## config.mk

```make
export PLATFORM = sky130hd
export DESIGN_NAME = dpc_top
export DESIGN_NICKNAME = d
export VERILOG_FILES = /design/src/dpc_pkg.sv /design/src/dpc_dsm_mod.sv /design/src/dpc_top.sv
export SDC_FILE = /design/constraint.sdc
export NUM_CORES = 1
export LEC_CHECK = 0
export ABC_AREA = 1
export ABC_CLOCK_PERIOD_IN_PS = 3600
export BUFFER_PORTS_ARGS = -buffer_cell sky130_fd_sc_hd__buf_2
export CORE_MARGIN = 2
export CORE_UTILIZATION = 30
export DETAILED_ROUTE_END_ITERATION = 10
export HOLD_SLACK_MARGIN = 0.12
export PLACE_DENSITY_LB_ADDON = 0.1
export RECOVER_POWER = 100
export SLEW_MARGIN = 30
export SYNTH_ARGS = -nofsm -noshare
export SYNTH_HDL_FRONTEND = slang
export SYNTH_SLANG_ARGS = --single-unit
```

## constraint.sdc

```tcl
create_clock -name pclk -period 3.6 [get_ports pclk]
set_input_delay 0.18 -clock pclk [delete_from_list [all_inputs] [get_ports pclk]]
set_output_delay 0.18 -clock pclk [all_outputs]
set_load 0.02 [all_outputs]
```

## src/dpc_pkg.sv

```systemverilog
// package: constants, register map and types shared by the code converter
package dpc_pkg;

  // ----------------------------------------------------------------------
  // widths and rates
  // ----------------------------------------------------------------------
  localparam int LIN_W        = 14;                    // linear pcm codeword width
  localparam int CW_W         = 8;                     // compressed codeword width
  localparam int MCLK_KHZ     = 2048;                  // master/dsm clock rate, kHz
  localparam int BIT_KBPS     = 64;                    // fixed-mode pcm bit rate, kbit/s
  localparam int BIT_DIV      = MCLK_KHZ / BIT_KBPS;   // master edges per pcm bit
  localparam int RX_SAMPLE_AT = BIT_DIV / 2;           // mid-bit sample point
  localparam int CNT_W        = 8;                     // decimator counter width
  localparam int DIV_W        = $clog2(BIT_DIV);       // bit divider width

  // ----------------------------------------------------------------------
  // code values
  // ----------------------------------------------------------------------
  localparam logic [CW_W-1:0]  FLIP_MASK  = 8'h55;     // alternate bit flip pattern
  localparam int               PEAK_MAG   = 8192;      // peak linear magnitude
  localparam logic [LIN_W-1:0] MOD_OFFSET = 14'(PEAK_MAG / 16); // modulator offset
  localparam logic [CNT_W-1:0] CNT_LAST   = 8'hFF;     // last count of a sample period

  // ----------------------------------------------------------------------
  // apb register map (byte addresses)
  // ----------------------------------------------------------------------
  localparam int              ADDR_W     = 12;
  localparam logic [11:0]     REG_CTRL   = 12'h000;    // control
  localparam logic [11:0]     REG_STATUS = 12'h004;    // live status
  localparam logic [11:0]     REG_ENC    = 12'h008;    // encode path words
  localparam logic [11:0]     REG_DEC    = 12'h00C;    // decode path words
  localparam int              CTRL_FLIP_BIT = 0;       // alternate bit flip enable
  localparam logic            CTRL_FLIP_RST = 1'b1;    // flip on after reset
  localparam int              WORD_LIN_LSB  = 16;      // linear field position in words
  localparam int              ST_MODE_BIT   = 0;
  localparam int              ST_DLY_LSB    = 1;
  localparam int              ST_SIGN_BIT   = 3;
  localparam int              ST_SQ_BIT     = 4;
  localparam int              ST_RXBUSY_BIT = 5;

  // ----------------------------------------------------------------------
  // types
  // ----------------------------------------------------------------------
  typedef struct packed {
    logic       enc_clk;   // encode 2,048 kHz clock
    logic       dec_clk;   // decode 2,048 kHz clock (burst mode)
    logic       dsm_in;    // delta sigma stream from modulator
    logic       pcm_rx;    // serial pcm in
    logic       fsync;     // sign-bit timing vector
    logic       tx_bclk;   // burst transmit bit clock
    logic       rx_bclk;   // burst receive bit clock
    logic       mode_sel;  // strap: 0 fixed 64k, 1 burst
    logic [1:0] dly_sel;   // strap: receive displacement in bits
    logic       tx_sig_in; // signalling bits into transmit shifter
  } dpc_pin_in_type;

  typedef enum logic {RX_IDLE, RX_SHIFT} dpc_rx_state_type;

endpackage : dpc_pkg

```

## src/dpc_dsm_mod.sv

```systemverilog
// all-digital delta sigma modulator for the decode path
`timescale 1ns/1ps
`default_nettype none

module dpc_dsm_mod #(
  parameter int K     = 15,   // modulator input width
  parameter int ACC_W = K + 2 // integrator width
) (
  input  wire logic                      pclk,    // system clock
  input  wire logic                      presetn, // async reset, active low
  input  wire logic                      step,    // one modulator cycle
  input  wire logic [dpc_pkg::LIN_W-1:0] lin_in,  // held linear sample
  output var  logic                      bit_out  // delta sigma output
);
  import dpc_pkg::*;

  // ----------------------------------------------------------------------
  // elaboration check
  // ----------------------------------------------------------------------
  if (K < LIN_W + 1 || ACC_W < K + 1) begin : g_bad
    $error("dpc_dsm_mod: K must exceed the linear width by one");
  end

  logic [ACC_W-1:0] acc_q;   // integrator
  logic [K-1:0]     x_w;     // offset input
  logic [K:0]       e_w;     // difference term
  logic [ACC_W-1:0] e_ext_w; // sign-extended difference

  // offset of a sixteenth of peak widens the input by one bit so it never wraps
  assign x_w = K'($signed(lin_in)) + K'(MOD_OFFSET);
  // no subtractor: low bits pass, the two top bits are the inverted signs
  assign e_w = {~acc_q[ACC_W-1], ~x_w[K-1], x_w[K-2:0]};
  assign e_ext_w = ACC_W'($signed(e_w));

  // ----------------------------------------------------------------------
  // integrator, stepped once per modulator clock
  // ----------------------------------------------------------------------
  always_ff @(posedge pclk or negedge presetn) begin
    if (!presetn) begin
      acc_q <= '0;
    end else if (step) begin
      acc_q <= acc_q + e_ext_w;
    end
  end

  // the output bit is the integrator sign, straight from its flip-flop
  assign bit_out = acc_q[ACC_W-1];

endmodule // dpc_dsm_mod

`default_nettype wire

```

## src/dpc_top.sv

```systemverilog
// delta sigma / a-law pcm code converter with apb control
//
// Overview of operation
// - encode 2,048k dsm bits, 64k pcm out
// - burst pcm output on external clocks
// - decode pcm into 2,048k dsm stream
// - triangular weighting of 256 bits per period
// - counter, weight logic, retime, accumulator, latch
// - sawtooth 0..127, top bit splits phases
// - top bit folds the ramp, input bit alone signs the term
// - square wave and sign fed back
// - one 14-bit codeword per sample period
// - linear sample held for modulator all period
// - segment first, then interval by selection
// - alternate bit flip, switchable for test
// - expander mirrors the compressor
// - strap pin selects interface mode
// - fixed mode bit clock from master
// - straps set receive delay zero to three in fixed mode
// - burst mode uses external bit clocks
// - burst mode exposes both shift registers
// - burst mode: separate encode, decode clocks
// - decoder holds full-width sample all period
// - modulator adds one-sixteenth peak offset
// - difference from low bits, inverted signs
// - latch clock sets cycle, sign out
//
// Added by the designer: register access over APB and the register addresses.
`timescale 1ns/1ps
`default_nettype none

module dpc_top #(
  parameter int MOD_K = 15 // digital modulator width
) (
  input  wire logic                        pclk,       // 20 MHz system clock
  input  wire logic                        presetn,    // async reset, active low
  input  wire dpc_pkg::dpc_pin_in_type     pins,       // asynchronous device pins
  output var  logic                        dsm_out,    // decode delta sigma stream
  output var  logic                        sq_wave,    // 8 kHz square wave to modulator
  output var  logic                        sign_fb,    // codeword sign to modulator
  output var  logic                        pcm_tx,     // serial pcm out
  output var  logic                        rx_sig_out, // bits leaving receive shifter
  input  wire logic [dpc_pkg::ADDR_W-1:0]  paddr,      // apb address
  input  wire logic                        psel,       // apb select
  input  wire logic                        penable,    // apb enable
  input  wire logic                        pwrite,     // apb direction
  input  wire logic [31:0]                 pwdata,     // apb write data
  input  wire logic [3:0]                  pstrb,      // apb byte strobes
  output var  logic [31:0]                 prdata,     // apb read data
  output var  logic                        pready,     // apb ready
  output var  logic                        pslverr     // apb error
);
  import dpc_pkg::*;

  // ----------------------------------------------------------------------
  // elaboration check
  // ----------------------------------------------------------------------
  if (MOD_K < LIN_W + 1) begin : g_bad
    $error("dpc_top: MOD_K too small for the linear codeword");
  end

  // ----------------------------------------------------------------------
  // a-law helpers
  // ----------------------------------------------------------------------
  // linear to a-law: segment from leading one, then interval selected by it
  function automatic logic [CW_W-1:0] compress(input logic [LIN_W-1:0] lin);
    logic        neg;
    logic [11:0] mag;
    logic [2:0]  seg;
    logic [11:0] shifted;
    neg = lin[LIN_W-1];
    // ones complement keeps the most negative value from overflowing
    mag = neg ? ~lin[LIN_W-2:1] : lin[LIN_W-2:1];
    casez (mag[11:5])
      7'b1??????: seg = 3'd7;
      7'b01?????: seg = 3'd6;
      7'b001????: seg = 3'd5;
      7'b0001???: seg = 3'd4;
      7'b00001??: seg = 3'd3;
      7'b000001?: seg = 3'd2;
      7'b0000001: seg = 3'd1;
      default:    seg = 3'd0;
    endcase
    shifted = mag >> ((seg == 3'd0) ? 3'd1 : seg);
    return {~neg, seg, shifted[3:0]};
  endfunction

  // a-law to linear: the same selection run backwards
  function automatic logic [LIN_W-1:0] expand(input logic [CW_W-1:0] cw);
    logic        neg;
    logic [2:0]  seg;
    logic [11:0] mag;
    logic [11:0] base;
    neg  = ~cw[7];
    seg  = cw[6:4];
    base = {6'h00, 1'b1, cw[3:0], 1'b1};
    mag  = (seg == 3'd0) ? {7'h00, cw[3:0], 1'b1} : (base << (seg - 3'd1));
    return {neg, (neg ? ~mag : mag), 1'b0};
  endfunction

  // ----------------------------------------------------------------------
  // pin synchronisers and edge detection
  // ----------------------------------------------------------------------
  dpc_pin_in_type sync1_q; // first stage, read only by sync2_q
  dpc_pin_in_type sync2_q; // safe copy of the pins
  dpc_pin_in_type prev_q;  // last safe copy, for edges

  // two flops per pin; the pins have no relation to pclk
  always_ff @(posedge pclk or negedge presetn) begin
    if (!presetn) begin
      sync1_q <= '0;
      sync2_q <= '0;
      prev_q  <= '0;
    end else begin
      sync1_q <= pins;
      sync2_q <= sync1_q;
      prev_q  <= sync2_q;
    end
  end

  wire logic       enc_rise_w = sync2_q.enc_clk & ~prev_q.enc_clk; // encode clock edge
  wire logic       dec_rise_w = sync2_q.dec_clk & ~prev_q.dec_clk; // decode clock edge
  wire logic       txb_rise_w = sync2_q.tx_bclk & ~prev_q.tx_bclk; // burst tx bit edge
  wire logic       rxb_rise_w = sync2_q.rx_bclk & ~prev_q.rx_bclk; // burst rx bit edge
  wire logic       burst_w    = sync2_q.mode_sel;
  wire logic [1:0] dly_w      = sync2_q.dly_sel;
  // burst mode runs decode from its own clock so the directions need not match
  wire logic       dec_step_w = burst_w ? dec_rise_w : enc_rise_w;

  // ----------------------------------------------------------------------
  // control register
  // ----------------------------------------------------------------------
  logic flip_en_q; // alternate bit flip enable
  wire logic [CW_W-1:0] flip_w = flip_en_q ? FLIP_MASK : 8'h00;

  // ----------------------------------------------------------------------
  // decimator: counter, weight, retime, accumulator, latch
  // ----------------------------------------------------------------------
  logic [CNT_W-1:0] cnt_q;     // free-running up-counter
  logic             ds_bit_q;  // retimed dsm input bit
  logic [LIN_W-1:0] acc_q;     // 14-bit accumulator
  logic [LIN_W-1:0] lin_enc_q; // latched linear codeword

  // the fold turns two sawtooth ramps into one triangle over the full period
  wire logic [6:0]       fold_w = cnt_q[7] ? ~cnt_q[6:0] : cnt_q[6:0];
  // halving the weight keeps 256 full-scale terms inside 14 bits
  wire logic [LIN_W-1:0] wt_w   = {8'h00, fold_w[6:1]};
  wire logic [LIN_W-1:0] term_w = ds_bit_q ? wt_w : (~wt_w + 14'h0001);
  wire logic [LIN_W-1:0] sum_w  = acc_q + term_w;
  wire logic             last_w = (cnt_q == CNT_LAST);                  // end of period

  // one step per encode clock edge
  always_ff @(posedge pclk or negedge presetn) begin
    if (!presetn) begin
      cnt_q     <= '0;
      ds_bit_q  <= 1'b0;
      acc_q     <= '0;
      lin_enc_q <= '0;
    end else if (enc_rise_w) begin
      cnt_q    <= cnt_q + 8'h01;
      ds_bit_q <= sync2_q.dsm_in;
      acc_q    <= last_w ? '0 : sum_w;
      if (last_w) begin
        lin_enc_q <= sum_w;
      end
    end
  end

  // feedback to the analogue modulator, registered
  always_ff @(posedge pclk or negedge presetn) begin
    if (!presetn) begin
      sq_wave <= 1'b0;
      sign_fb <= 1'b0;
    end else begin
      sq_wave <= cnt_q[7];
      sign_fb <= lin_enc_q[LIN_W-1];
    end
  end

  // ----------------------------------------------------------------------
  // fixed-mode bit clock and timing vector history
  // ----------------------------------------------------------------------
  logic [DIV_W-1:0] div_q;  // master edges within a pcm bit
  logic [3:0]       hist_q; // timing vector, one entry per bit

  wire logic bit_tick_w = enc_rise_w & (div_q == '0);
  wire logic mid_tick_w = enc_rise_w & (div_q == DIV_W'(RX_SAMPLE_AT));

  // divide the master clock down to 64 kbit/s
  always_ff @(posedge pclk or negedge presetn) begin
    if (!presetn) begin
      div_q  <= '0;
      hist_q <= '0;
    end else begin
      if (enc_rise_w) begin
        div_q <= div_q + 1'b1;
      end
      if (bit_tick_w) begin
        hist_q <= {hist_q[2:0], sync2_q.fsync};
      end
    end
  end

  // burst mode takes its bit clocks from outside, fixed mode from the divider
  wire logic tx_tick_w = burst_w ? txb_rise_w : bit_tick_w;
  wire logic rx_tick_w = burst_w ? rxb_rise_w : mid_tick_w;
  // the partner only marks the sign bit; the bit count places the rest
  wire logic rx_start_w = burst_w ? sync2_q.fsync : hist_q[dly_w];
  // signalling bits enter behind the codeword only in burst mode
  wire logic sig_in_w = burst_w & sync2_q.tx_sig_in;

  // ----------------------------------------------------------------------
  // transmit shifter
  // ----------------------------------------------------------------------
  logic [CW_W-1:0] tx_sh_q;   // transmit shift register
  logic [CW_W-1:0] tx_word_q; // last word sent, before flip

  wire logic [CW_W-1:0] enc_cw_w  = compress(lin_enc_q);
  wire logic [CW_W-1:0] tx_load_w = enc_cw_w ^ flip_w;

  // sign bit goes out at the marked bit, the rest follow msb first
  always_ff @(posedge pclk or negedge presetn) begin
    if (!presetn) begin
      tx_sh_q   <= '0;
      tx_word_q <= '0;
      pcm_tx    <= 1'b0;
    end else if (tx_tick_w) begin
      if (sync2_q.fsync) begin
        pcm_tx    <= tx_load_w[CW_W-1];
        tx_sh_q   <= {tx_load_w[CW_W-2:0], sig_in_w};
        tx_word_q <= enc_cw_w;
      end else begin
        pcm_tx  <= tx_sh_q[CW_W-1];
        tx_sh_q <= {tx_sh_q[CW_W-2:0], sig_in_w};
      end
    end
  end

  // ----------------------------------------------------------------------
  // receive shifter and expander
  // ----------------------------------------------------------------------
  dpc_rx_state_type rx_state_q; // idle or collecting a word
  logic [2:0]       rx_cnt_q;   // bits collected so far
  logic [CW_W-1:0]  rx_sh_q;    // receive shift register
  logic [CW_W-1:0]  rx_word_q;  // last word received, flip removed
  logic [LIN_W-1:0] lin_dec_q;  // held linear sample for the modulator

  wire logic [CW_W-1:0] rx_full_w = {rx_sh_q[CW_W-2:0], sync2_q.pcm_rx};
  wire logic [CW_W-1:0] rx_cw_w   = rx_full_w ^ flip_w;
  wire logic            rx_done_w = (rx_state_q == RX_SHIFT) && (rx_cnt_q == 3'd7);

  // the shifter always shifts so burst-mode signalling can be picked off
  always_ff @(posedge pclk or negedge presetn) begin
    if (!presetn) begin
      rx_sh_q    <= '0;
      rx_sig_out <= 1'b0;
    end else if (rx_tick_w) begin
      rx_sh_q    <= rx_full_w;
      rx_sig_out <= rx_sh_q[CW_W-1];
    end
  end

  // word framing: a start restarts the count even mid-word
  always_ff @(posedge pclk or negedge presetn) begin
    if (!presetn) begin
      rx_state_q <= RX_IDLE;
      rx_cnt_q   <= '0;
    end else if (rx_tick_w) begin
      if (rx_start_w) begin
        rx_state_q <= RX_SHIFT;
        rx_cnt_q   <= 3'd1;
      end else begin
        unique case (rx_state_q)
          RX_IDLE: begin
            rx_cnt_q <= '0;
          end
          RX_SHIFT: begin
            rx_cnt_q   <= rx_cnt_q + 3'd1;
            rx_state_q <= rx_done_w ? RX_IDLE : RX_SHIFT;
          end
        endcase
      end
    end
  end

  // a completed word replaces the held sample; it stands until the next
  always_ff @(posedge pclk or negedge presetn) begin
    if (!presetn) begin
      rx_word_q <= '0;
      lin_dec_q <= '0;
    end else if (rx_tick_w && rx_done_w && !rx_start_w) begin
      rx_word_q <= rx_cw_w;
      lin_dec_q <= expand(rx_cw_w);
    end
  end

  // ----------------------------------------------------------------------
  // digital delta sigma modulator
  // ----------------------------------------------------------------------
  dpc_dsm_mod #(
    .K     (MOD_K),
    .ACC_W (MOD_K + 2)
  ) u_mod (
    .pclk    (pclk),
    .presetn (presetn),
    .step    (dec_step_w),
    .lin_in  (lin_dec_q),
    .bit_out (dsm_out)
  );

  // ----------------------------------------------------------------------
  // apb slave: one wait-free access, answer registered in setup
  // ----------------------------------------------------------------------
  wire logic setup_w  = psel & ~penable;
  wire logic commit_w = psel & penable & pready;
  wire logic hit_ctrl_w = (paddr == REG_CTRL);
  wire logic hit_w    = hit_ctrl_w | (paddr == REG_STATUS) |
                        (paddr == REG_ENC) | (paddr == REG_DEC);

  wire logic [31:0] rd_ctrl_w = {31'h0000_0000, flip_en_q};
  wire logic [31:0] rd_stat_w = {26'h000_0000, (rx_state_q == RX_SHIFT), sq_wave,
                                 sign_fb, dly_w, burst_w};
  wire logic [31:0] rd_enc_w  = {2'b00, lin_enc_q, 8'h00, tx_word_q};
  wire logic [31:0] rd_dec_w  = {2'b00, lin_dec_q, 8'h00, rx_word_q};
  wire logic [31:0] rd_mux_w  = hit_ctrl_w              ? rd_ctrl_w :
                                (paddr == REG_STATUS)   ? rd_stat_w :
                                (paddr == REG_ENC)      ? rd_enc_w  :
                                (paddr == REG_DEC)      ? rd_dec_w  : 32'h0000_0000;

  // answer is prepared in the setup cycle so pready comes from a flop
  always_ff @(posedge pclk or negedge presetn) begin
    if (!presetn) begin
      pready  <= 1'b0;
      pslverr <= 1'b0;
      prdata  <= '0;
    end else begin
      pready  <= setup_w;
      pslverr <= setup_w & ~hit_w;
      if (setup_w) begin
        prdata <= pwrite ? 32'h0000_0000 : rd_mux_w;
      end
    end
  end

  // control write lands at the completing edge; byte lane 0 must be strobed
  always_ff @(posedge pclk or negedge presetn) begin
    if (!presetn) begin
      flip_en_q <= CTRL_FLIP_RST;
    end else if (commit_w && pwrite && hit_ctrl_w && pstrb[0]) begin
      flip_en_q <= pwdata[CTRL_FLIP_BIT];
    end
  end

endmodule // dpc_top

`default_nettype wire

```

==> results of run 1 <==
layout make-up:
class,count,area (sq um)
fillers,3146,19200
flip-flops and latches,166,4160
multi-input cells,730,4110
well taps,390,488
repair buffers,87,475
inverters,114,430
clock buffers,18,429
clock inverters,14,174
cells by family (layout without fill, tap and decap cells):
family	Yosys count	after routing	synth area share, %
compound gates	224	224	14.6
mux	1	1	0.112
fa+ha+maj	43	43	6.20
buf+inv	150	233	7.26
simple gates	403	403	19.9
flops	166	166	46.6
xor+xnor	49	49	5.24
other cells	1	10	0.0421
through the flow:
stage	TNS [ns]	total power, mW
after detailed placement	0	4.38
after global placement	0	4.37
after floorplan	0	3.83
after CTS	0	6.34
after global routing	-0.0172	6.80
final	0	6.28
worst max-delay path: stages, from the launching register on:
cell and delay, ns:
sky130_fd_sc_hd__dfrtp_1 0.79, sky130_fd_sc_hd__clkbuf_1 0.45, sky130_fd_sc_hd__xnor2_1 0.35, sky130_fd_sc_hd__nand4_4 0.24, sky130_fd_sc_hd__nand3_1 0.35, sky130_fd_sc_hd__o21ai_0 0.34, sky130_fd_sc_hd__o21ai_1 0.11, sky130_fd_sc_hd__o21ai_0 0.37
sky130_fd_sc_hd__o21ai_1 0.12
where the power goes:
group / leakage, nW / switching (mW) / internal, mW
logic: 2.43 / 1.26 / 0.759
registers: 2.16 / 0.204 / 2.16
clock network: 0.283 / 0.801 / 1.10
per-layer routing:
layer  global-route usage [%]  share of wire (%)  routed length [um]
met5                        0                  0                   0
met4                     4.03                1.0                 227
met3                     2.63                2.8                 634
met2                     24.2                 46               10300
met1                     21.1                 50               11100
flip-flops by register name, indices dropped and copies added (netlist names), 4 cells and up:
register	count
tx_sh_q	8
prdata	22
cnt_q	8
div_q	5
lin_dec_q	13
rx_word_q	8
hist_q	4
prev_q	4
sync1_q	11
tx_word_q	8
rx_sh_q	8
sync2_q	7
acc_q	14
u_mod.acc_q	16
lin_enc_q	14
placed cells by master (no fill, tap or decap), types with 9 or more instances in the layout:
cell / Yosys / routed
sky130_fd_sc_hd__nand2_1: 257 / 257
sky130_fd_sc_hd__dfrtp_1: 165 / 164
sky130_fd_sc_hd__o21ai_0: 117 / 119
sky130_fd_sc_hd__inv_1: 101 / 103
sky130_fd_sc_hd__nand3_1: 46 / 48
sky130_fd_sc_hd__nor2_1: 42 / 44
sky130_fd_sc_hd__ha_1: 41 / 41
sky130_fd_sc_hd__a21oi_1: 39 / 38
sky130_fd_sc_hd__clkbuf_1: 18 / 37
sky130_fd_sc_hd__xor2_1: 31 / 31
sky130_fd_sc_hd__buf_2: 4 / 28
sky130_fd_sc_hd__clkbuf_16: 0 / 17
sky130_fd_sc_hd__xnor2_1: 16 / 16
sky130_fd_sc_hd__nand4_1: 16 / 16
sky130_fd_sc_hd__dlygate4sd3_1: 0 / 14
sky130_fd_sc_hd__o22ai_1: 13 / 13
sky130_fd_sc_hd__a22o_1: 13 / 13
sky130_fd_sc_hd__nand2_2: 10 / 10
sky130_fd_sc_hd__conb_1: 1 / 10
sky130_fd_sc_hd__o211ai_1: 9 / 9
synth_stat cells, drive strengths merged, types with 3 or more instances:
library cell | n | area share [%]
o221ai | 4 | 0.39
nand2 | 271 | 12
or2 | 8 | 0.56
o31ai | 3 | 0.25
o311ai | 3 | 0.29
a21oi | 40 | 2.4
o22ai | 13 | 0.91
xnor2 | 17 | 1.9
a22o | 13 | 1.3
nor3 | 7 | 0.45
dfrtp | 165 | 46
buf | 18 | 1.7
nand3b | 3 | 0.25
o21ai | 127 | 7.2
o211ai | 9 | 0.76
xor2 | 32 | 3.4
clkbuf | 18 | 0.76
inv | 112 | 4.7
nand4 | 17 | 1.4
nand3 | 49 | 3.0
ha | 41 | 5.8
nor2 | 47 | 2.2
path summary, 6_finish.rpt:
path                               start               to  slack (ns)  cells past startpoint
max                        lin_enc_q[13]       tx_sh_q[4]        0.33                      8
min                             pstrb[0]        flip_en_q        0.18                      6
max reg2reg                lin_enc_q[13]       tx_sh_q[4]        0.33                      8
min reg2reg                   sync1_q[8]       sync2_q[8]        0.35                      0
max in group asynchronous        presetn         div_q[4]        0.79                      3
min in group asynchronous        presetn  u_mod.acc_q[12]        0.93                      2
timing repair:
item / 4_1_cts / 5_1_grt
hold endpoints to repair: 96 / 0
setup endpoints to repair: 0 / 8
hold buffers: 14 / 0
setup buffers: 0 / 2
resized for setup: 0 / 4
==> metrics.log, run 1 <==
[metrics] share of the clock period used by the worst path after layout: between 90% and 100%
[metrics] Diodes inserted: 0
[metrics] Post-Place Worst Slack: around 0.31 ns
[metrics] critical path capture point type: flip-flop
[metrics] First-pass DRT Iterations: 7
[metrics] first-pass GRT wire length: around 37 mm
[metrics] final antenna-violating net count: 0
[metrics] routed wire length: approximately 22 mm
[metrics] portion of the post-synthesis area used by sequential elements: a little under half
[metrics] all-layer global routing usage: between 10% and 20%
[metrics] share of cells above drive strength 1: under 10%
[metrics] number of unique standard cell types used by synthesis: 55
[metrics] port bufs: between 50 and 60
[metrics] final-report setup violation count: 0
[metrics] detailed-route via count: about 7k
[metrics] Fmax: 306 MHz
[metrics] Critical Path RT: 3.90 ns
[metrics] violated checks: max-capacitance violations, max-slew violations
[metrics] async set-or-reset flop fraction in the synthesized netlist: 100%
[metrics] maximum fanout along the worst path: 11
[metrics] post-place instance area: around 9600 sq um
[metrics] worst hold margin: about 0.18 ns
[metrics] pin count of the biggest net entering global routing: between 80 and 90
[metrics] relative area change from synthesis to final layout: 15.2%
[metrics] Leak: between 4 and 5 nW
[metrics] Hold/Removal Path Class: primary input to flip-flop
[metrics] area of the mapped netlist: around 8900 sq um
[metrics] warnings from Yosys: 0
[metrics] min Tclk post-route: around 3.3 ns
[metrics] cell chosen for the clock root: sky130_fd_sc_hd__clkbuf_16
[metrics] Max Buffers Root-to-Sink: 2
[metrics] Mean Syn Cell Area: about 8.6 sq um
[metrics] worst setup slack after layout: approximately 0.33 ns
[metrics] H-tree Lvls: 4
[metrics] initial core utilization: 30.2%
[metrics] Max-slew headroom: -48.4%
[metrics] synthesized instance count: 1037
[metrics] height of the chip: about 180 um
[metrics] Die Outline Area: 31100 sq um
[metrics] placeable core region: 29500 sq um
[metrics] Peak supply drop: between 300 and 400 uV
[metrics] initial DRC count: 371
[metrics] Design Area, Final: about 10000 sq um
[metrics] clock latency of the later-clocked register in the worst-skew pair: 0.43 ns
[metrics] I/O pin count: approximately 100
[metrics] cell area power density: 611 nW/um^2
[metrics] MaxCap Viol Count: 1
[metrics] TritonCTS clock tree: done
[metrics] per-cell via count in the routed design: ~4.6
[metrics] std cell rows: 63
[metrics] Total Nets Final: between 1k and 1.5k
[metrics] EDFF count, synth: 0
[metrics] global placement routability congestion: just over 0.8
[metrics] Chip Width: roughly 180 um
[metrics] core utilization of the finished layout: around a third
[metrics] DRC errors left: 0
[metrics] status: finished with violations
[metrics] average detailed-routed wire length per instance: 14.7 um
[metrics] antenna violations before repair: 0
[metrics] data arrival time of the worst path: 3.57 ns
[metrics] clock tree skew after final layout: 0.0119 ns
[metrics] count of non-filler cells in the finished layout: ~1.5k
[metrics] TritonCTS sink count: roughly 170
[metrics] dpl hpwl: ~17 mm
[metrics] most common flop cell mapped by yosys: sky130_fd_sc_hd__dfrtp_1
[metrics] leftover overflow at the end of global routing: 0
[metrics] worst setup path class: flip-flop to flip-flop
[metrics] #FFs+latches synth: approximately 170
[metrics] number of global-route vias before repair: ~6.8k
[metrics] slew of the pin with the lowest slew margin: roughly 2.2 ns
[metrics] number of placed instances, taps included: around 1.5k
[metrics] startpoint class of the critical path: flip-flop
[metrics] max-slew violation count: 86
[metrics] final-report hold violation count: 0
[metrics] cts bufs inserted: 17
[metrics] clock transition at the register clock pins on the worst setup and hold paths after CTS: 0.07 ns
Power figures use the tool's default switching activity.
==> run 2, diff against run 1 <==
--- a/config.mk
+++ b/config.mk
@@ -8,6 +8,7 @@
 export ABC_AREA = 1
 export ABC_CLOCK_PERIOD_IN_PS = 3600
 export BUFFER_PORTS_ARGS = -buffer_cell sky130_fd_sc_hd__buf_2
+export CORE_ASPECT_RATIO = 2
 export CORE_MARGIN = 2
 export CORE_UTILIZATION = 30
 export DETAILED_ROUTE_END_ITERATION = 10
==> constraint.sdc (replaced) <==
create_clock -name pclk -period 3.6 [get_ports pclk]
set_input_delay 0.72 -clock pclk [delete_from_list [all_inputs] [get_ports pclk]]
set_output_delay 0.72 -clock pclk [all_outputs]
set_load 0.02 [all_outputs]
==> run 2 against run 1 <==
Compared with the run above: the flow still finishes with violations (max-capacitance violations, max-slew violations); critical path depth grew 3; sequential power hardly changed; flip-flop and latch count unchanged; register-to-register slack better by 0.099 ns; cell area shrank 1.3%; first-iteration DRC count is 17% lower; utilization is 0.37 points lower; combinational power about the same; clock power increased by 2%; fmax up 0.67%; non-clock buffer count is 13 lower; largest power group unchanged; highest routed layer unchanged.
==> metrics.log, run 2 (same netlist as run 1, synthesis figures left out) <==
[metrics] First-pass DRT Iterations: 5 (-2)
[metrics] MaxCap Viol Count: 3 (+2)
[metrics] initial core utilization: 30.3% (+0.085 points)
[metrics] min Tclk post-route: 3.25 ns (-0.0218 ns)
[metrics] std cell rows: 89 (+41%)
[metrics] port bufs: 58 (unchanged)
[metrics] data arrival time of the worst path: 3.61 ns (+0.04 ns)
[metrics] DRC errors left: 0 (unchanged)
[metrics] critical path cell sequence: buf_2 -> nor2_1 -> nand2_1 -> nor2_1 -> nand2_1 -> nor3_1 -> nor2_1 -> inv_1 -> nor2_1 -> nand4_1 -> o21ai_0
[metrics] Fmax: 308 MHz (+0.67%)
[metrics] global placement routability congestion: 0.837 (+3.8%)
[metrics] antenna violations before repair: 0 (unchanged)
[metrics] relative contribution of sequential cells to total power: 37.4% (-0.2 points)
[metrics] switching pwr: 2.36 mW (+4.0%)
[metrics] Die Outline Area: 31200 sq um (+0.27%)
[metrics] slowest stage cell, crit path: sky130_fd_sc_hd__nor2_1
[metrics] Design Area, Final: 10100 sq um (-1.3%)
[metrics] delay of the slowest critical-path stage: 1.16 ns (+0.37 ns)
[metrics] total power: 6.31 mW (+0.47%)
[metrics] Chip Width: 126 um (-29%)
[metrics] internal portion of total power: 3.95 mW (-1.5%)
[metrics] Hold/Removal Path Class: flip-flop to flip-flop
[metrics] final antenna-violating net count: 0 (unchanged)
[metrics] top cell family by delay on the critical path: simple AND/OR/NAND/NOR gates
[metrics] unrepaired setup endpoints after global routing: false
[metrics] total area of multi-input combinational cells: 4140 sq um (+0.55%)
[metrics] I/O pin count: 103 (unchanged)
[metrics] switching share of power: 37.3% (+1.3 points)
[metrics] final-report setup violation count: 0 (unchanged)
[metrics] buffers inserted by post-CTS timing repair: 0 (unchanged)
[metrics] all-layer global routing usage: 16.2% (+1.0 points)
[metrics] Peak supply drop: 384 uV (+24%)
[metrics] commonest non-fill, non-tap cell in the layout: sky130_fd_sc_hd__nand2_1
[metrics] final-report hold violation count: 0 (unchanged)
[metrics] core utilization of the finished layout: 34.5% (-0.37 points)
[metrics] count of non-filler cells in the finished layout: 1480 (-2.6%)
[metrics] pin count of the biggest net entering global routing: 68 (-21%)
[metrics] number of global-route vias before repair: 7224 (+6.4%)
[metrics] Diodes inserted: 0 (unchanged)
[metrics] worst hold margin: 0.346 ns (+0.169 ns)
[metrics] cell area power density: 623 nW/um^2 (+1.8%)
[metrics] slew of the pin with the lowest slew margin: 1.58 ns (-0.646 ns)
[metrics] leftover overflow at the end of global routing: 0 (unchanged)
[metrics] height of the chip: 248 um (+40%)
[metrics] share of cells above drive strength 1: 9.95% (+0.11 points)
[metrics] Largest register FFs: 22 (unchanged)
[metrics] Max-slew headroom: -5.33% (+43 points)
[metrics] TritonCTS sink count: 166 (unchanged)
[metrics] top flop regs: prdata x22, u_mod.acc_q x16
[metrics] post-place instance area: 9620 sq um (-0.10%)
[metrics] placeable core region: 29400 sq um (-0.28%)
[metrics] share of the clock period used by the worst path after layout: 90.2% (-0.60 points)
[metrics] max-slew violation count: 147 (+71%)
[metrics] cts bufs inserted: 17 (unchanged)
[metrics] worst setup slack after layout: 0.353 ns (+0.0218 ns)
[metrics] routed wire length: 24.6 mm (+10%)
[metrics] number of placed instances, taps included: 1448 (-1.6%)
[metrics] largest register by flop count: prdata
[metrics] maximum fanout along the worst path: 16 (+5)
[metrics] Logic pwr share: 31.8% (-0.4 points)
[metrics] cell chosen for the clock root: sky130_fd_sc_hd__clkbuf_16
[metrics] violated checks: max-capacitance violations, max-slew violations
[metrics] Leak: 4.84 nW (-0.80%)
[metrics] Post-Place Worst Slack: 0.295 ns (-0.0123 ns)
[metrics] Max Buffers Root-to-Sink: 2 (unchanged)
[metrics] Total Nets Final: 1210 (-1.1%)
[metrics] H-tree Lvls: 4 (unchanged)
[metrics] Critical Path RT: 3.96 ns (+0.06 ns)
[metrics] TritonCTS clock tree: done
[metrics] highest-count cells in the layout ignoring fill and taps: sky130_fd_sc_hd__nand2_1 (257), sky130_fd_sc_hd__dfrtp_1 (165), sky130_fd_sc_hd__o21ai_0 (120), sky130_fd_sc_hd__inv_1 (104), sky130_fd_sc_hd__nand3_1 (47)
[metrics] clock latency of the later-clocked register in the worst-skew pair: 0.45 ns (+0.02 ns)
[metrics] worst setup path class: primary input to flip-flop
[metrics] number of fill cells: 3135 (-0.35%)
[metrics] first-pass GRT wire length: 38.6 mm (+4.9%)
[metrics] dpl hpwl: 18.8 mm (+13%)
[metrics] total area of sequential cells: 4160 sq um (about the same)
[metrics] Clock Power Share: 30.8% (+0.6 points)
[metrics] status: finished with violations
[metrics] final setup TNS: 0 ns (unchanged)
[metrics] clock transition at the register clock pins on the worst setup and hold paths after CTS: 0.08 ns (about the same)
[metrics] per-cell via count in the routed design: 4.75 (+3.1%)
[metrics] count of buffering cells on the critical path with inverters included: 2 (+1)
[metrics] cell occurring most often along the worst timing path: sky130_fd_sc_hd__nor2_1
[metrics] detailed-route via count: 7028 (+0.46%)
[metrics] critical path capture point type: flip-flop
[metrics] initial DRC count: 309 (-17%)
[metrics] startpoint class of the critical path: primary input
[metrics] relative area change from synthesis to final layout: 13.7%
[metrics] average detailed-routed wire length per instance: 16.6 um (+13%)
[metrics] clock tree skew after final layout: 0.00910 ns (-0.00278 ns)
==> run 2: cell types whose count changed in the layout (fill, tap and decap cells not counted), sizes merged <==
cell | previous run | this run
buf | 33 | 35
dlygate4sd3 | 14 | 0
inv | 115 | 121
clkinv | 6 | 5
clkbuf | 58 | 57
clkinvlp | 4 | 0
bufinv | 3 | 2
==> run 2: power groups by stage <==
| stage | Clock (mW) | Sequential (mW) | Combinational [mW] |
|---|---|---|---|
| after CTS | 2.01 | 2.36 | 2.06 |
| final | 1.94 | 2.36 | 2.01 |
| after global placement | 0 | 2.40 | 2.03 |
| after floorplan | 0 | 2.35 | 1.48 |
| after detailed placement | 0 | 2.40 | 2.05 |
| after global routing | 2.08 | 2.40 | 2.31 |
==> run 2: what timing repair did <==
item                                    CTS  global route
hold buffers                              0             0
endpoints found under the setup margin    0             9
gates resized for setup                   0             3
==> run 2: path summary, 6_finish.rpt <==
| path | from | end | slack (ns) | depth (start not counted) |
|---|---|---|---|---|
| max | paddr[7] | prdata[7] | 0.35 | 11 |
| min | sync1_q[7] | rx_full_w[0] | 0.35 | 0 |
| max reg2reg | cnt_q[7] | lin_enc_q[11] | 0.43 | 19 |
| min reg2reg | sync1_q[7] | rx_full_w[0] | 0.35 | 0 |
| max in group asynchronous | presetn | prev_q[5] | 0.60 | 2 |
| min in group asynchronous | presetn | u_mod.acc_q[11] | 0.64 | 1 |
==> run 2: layout make-up <==
cell class,count,share of cell area (%)
inverters,114,4.25
clock inverters,14,1.80
repair buffers,74,3.37
multi-input cells,730,40.8
well taps,364,4.50
clock buffers,18,4.24
flip-flops and latches,166,41.0
==> run 2: routing by layer <==
metal | vias to the layer above | share of wire, % | routed length (um) | GRT usage, %
li1 | 3552 | - | - | -
met4 | 0 | 3.9 | 967 | 7.43
met5 | - | 0 | 0 | 0
met2 | 95 | 57 | 14100 | 32.1
met3 | 42 | 2.1 | 523 | 2.80
met1 | 3339 | 36 | 8980 | 15.9
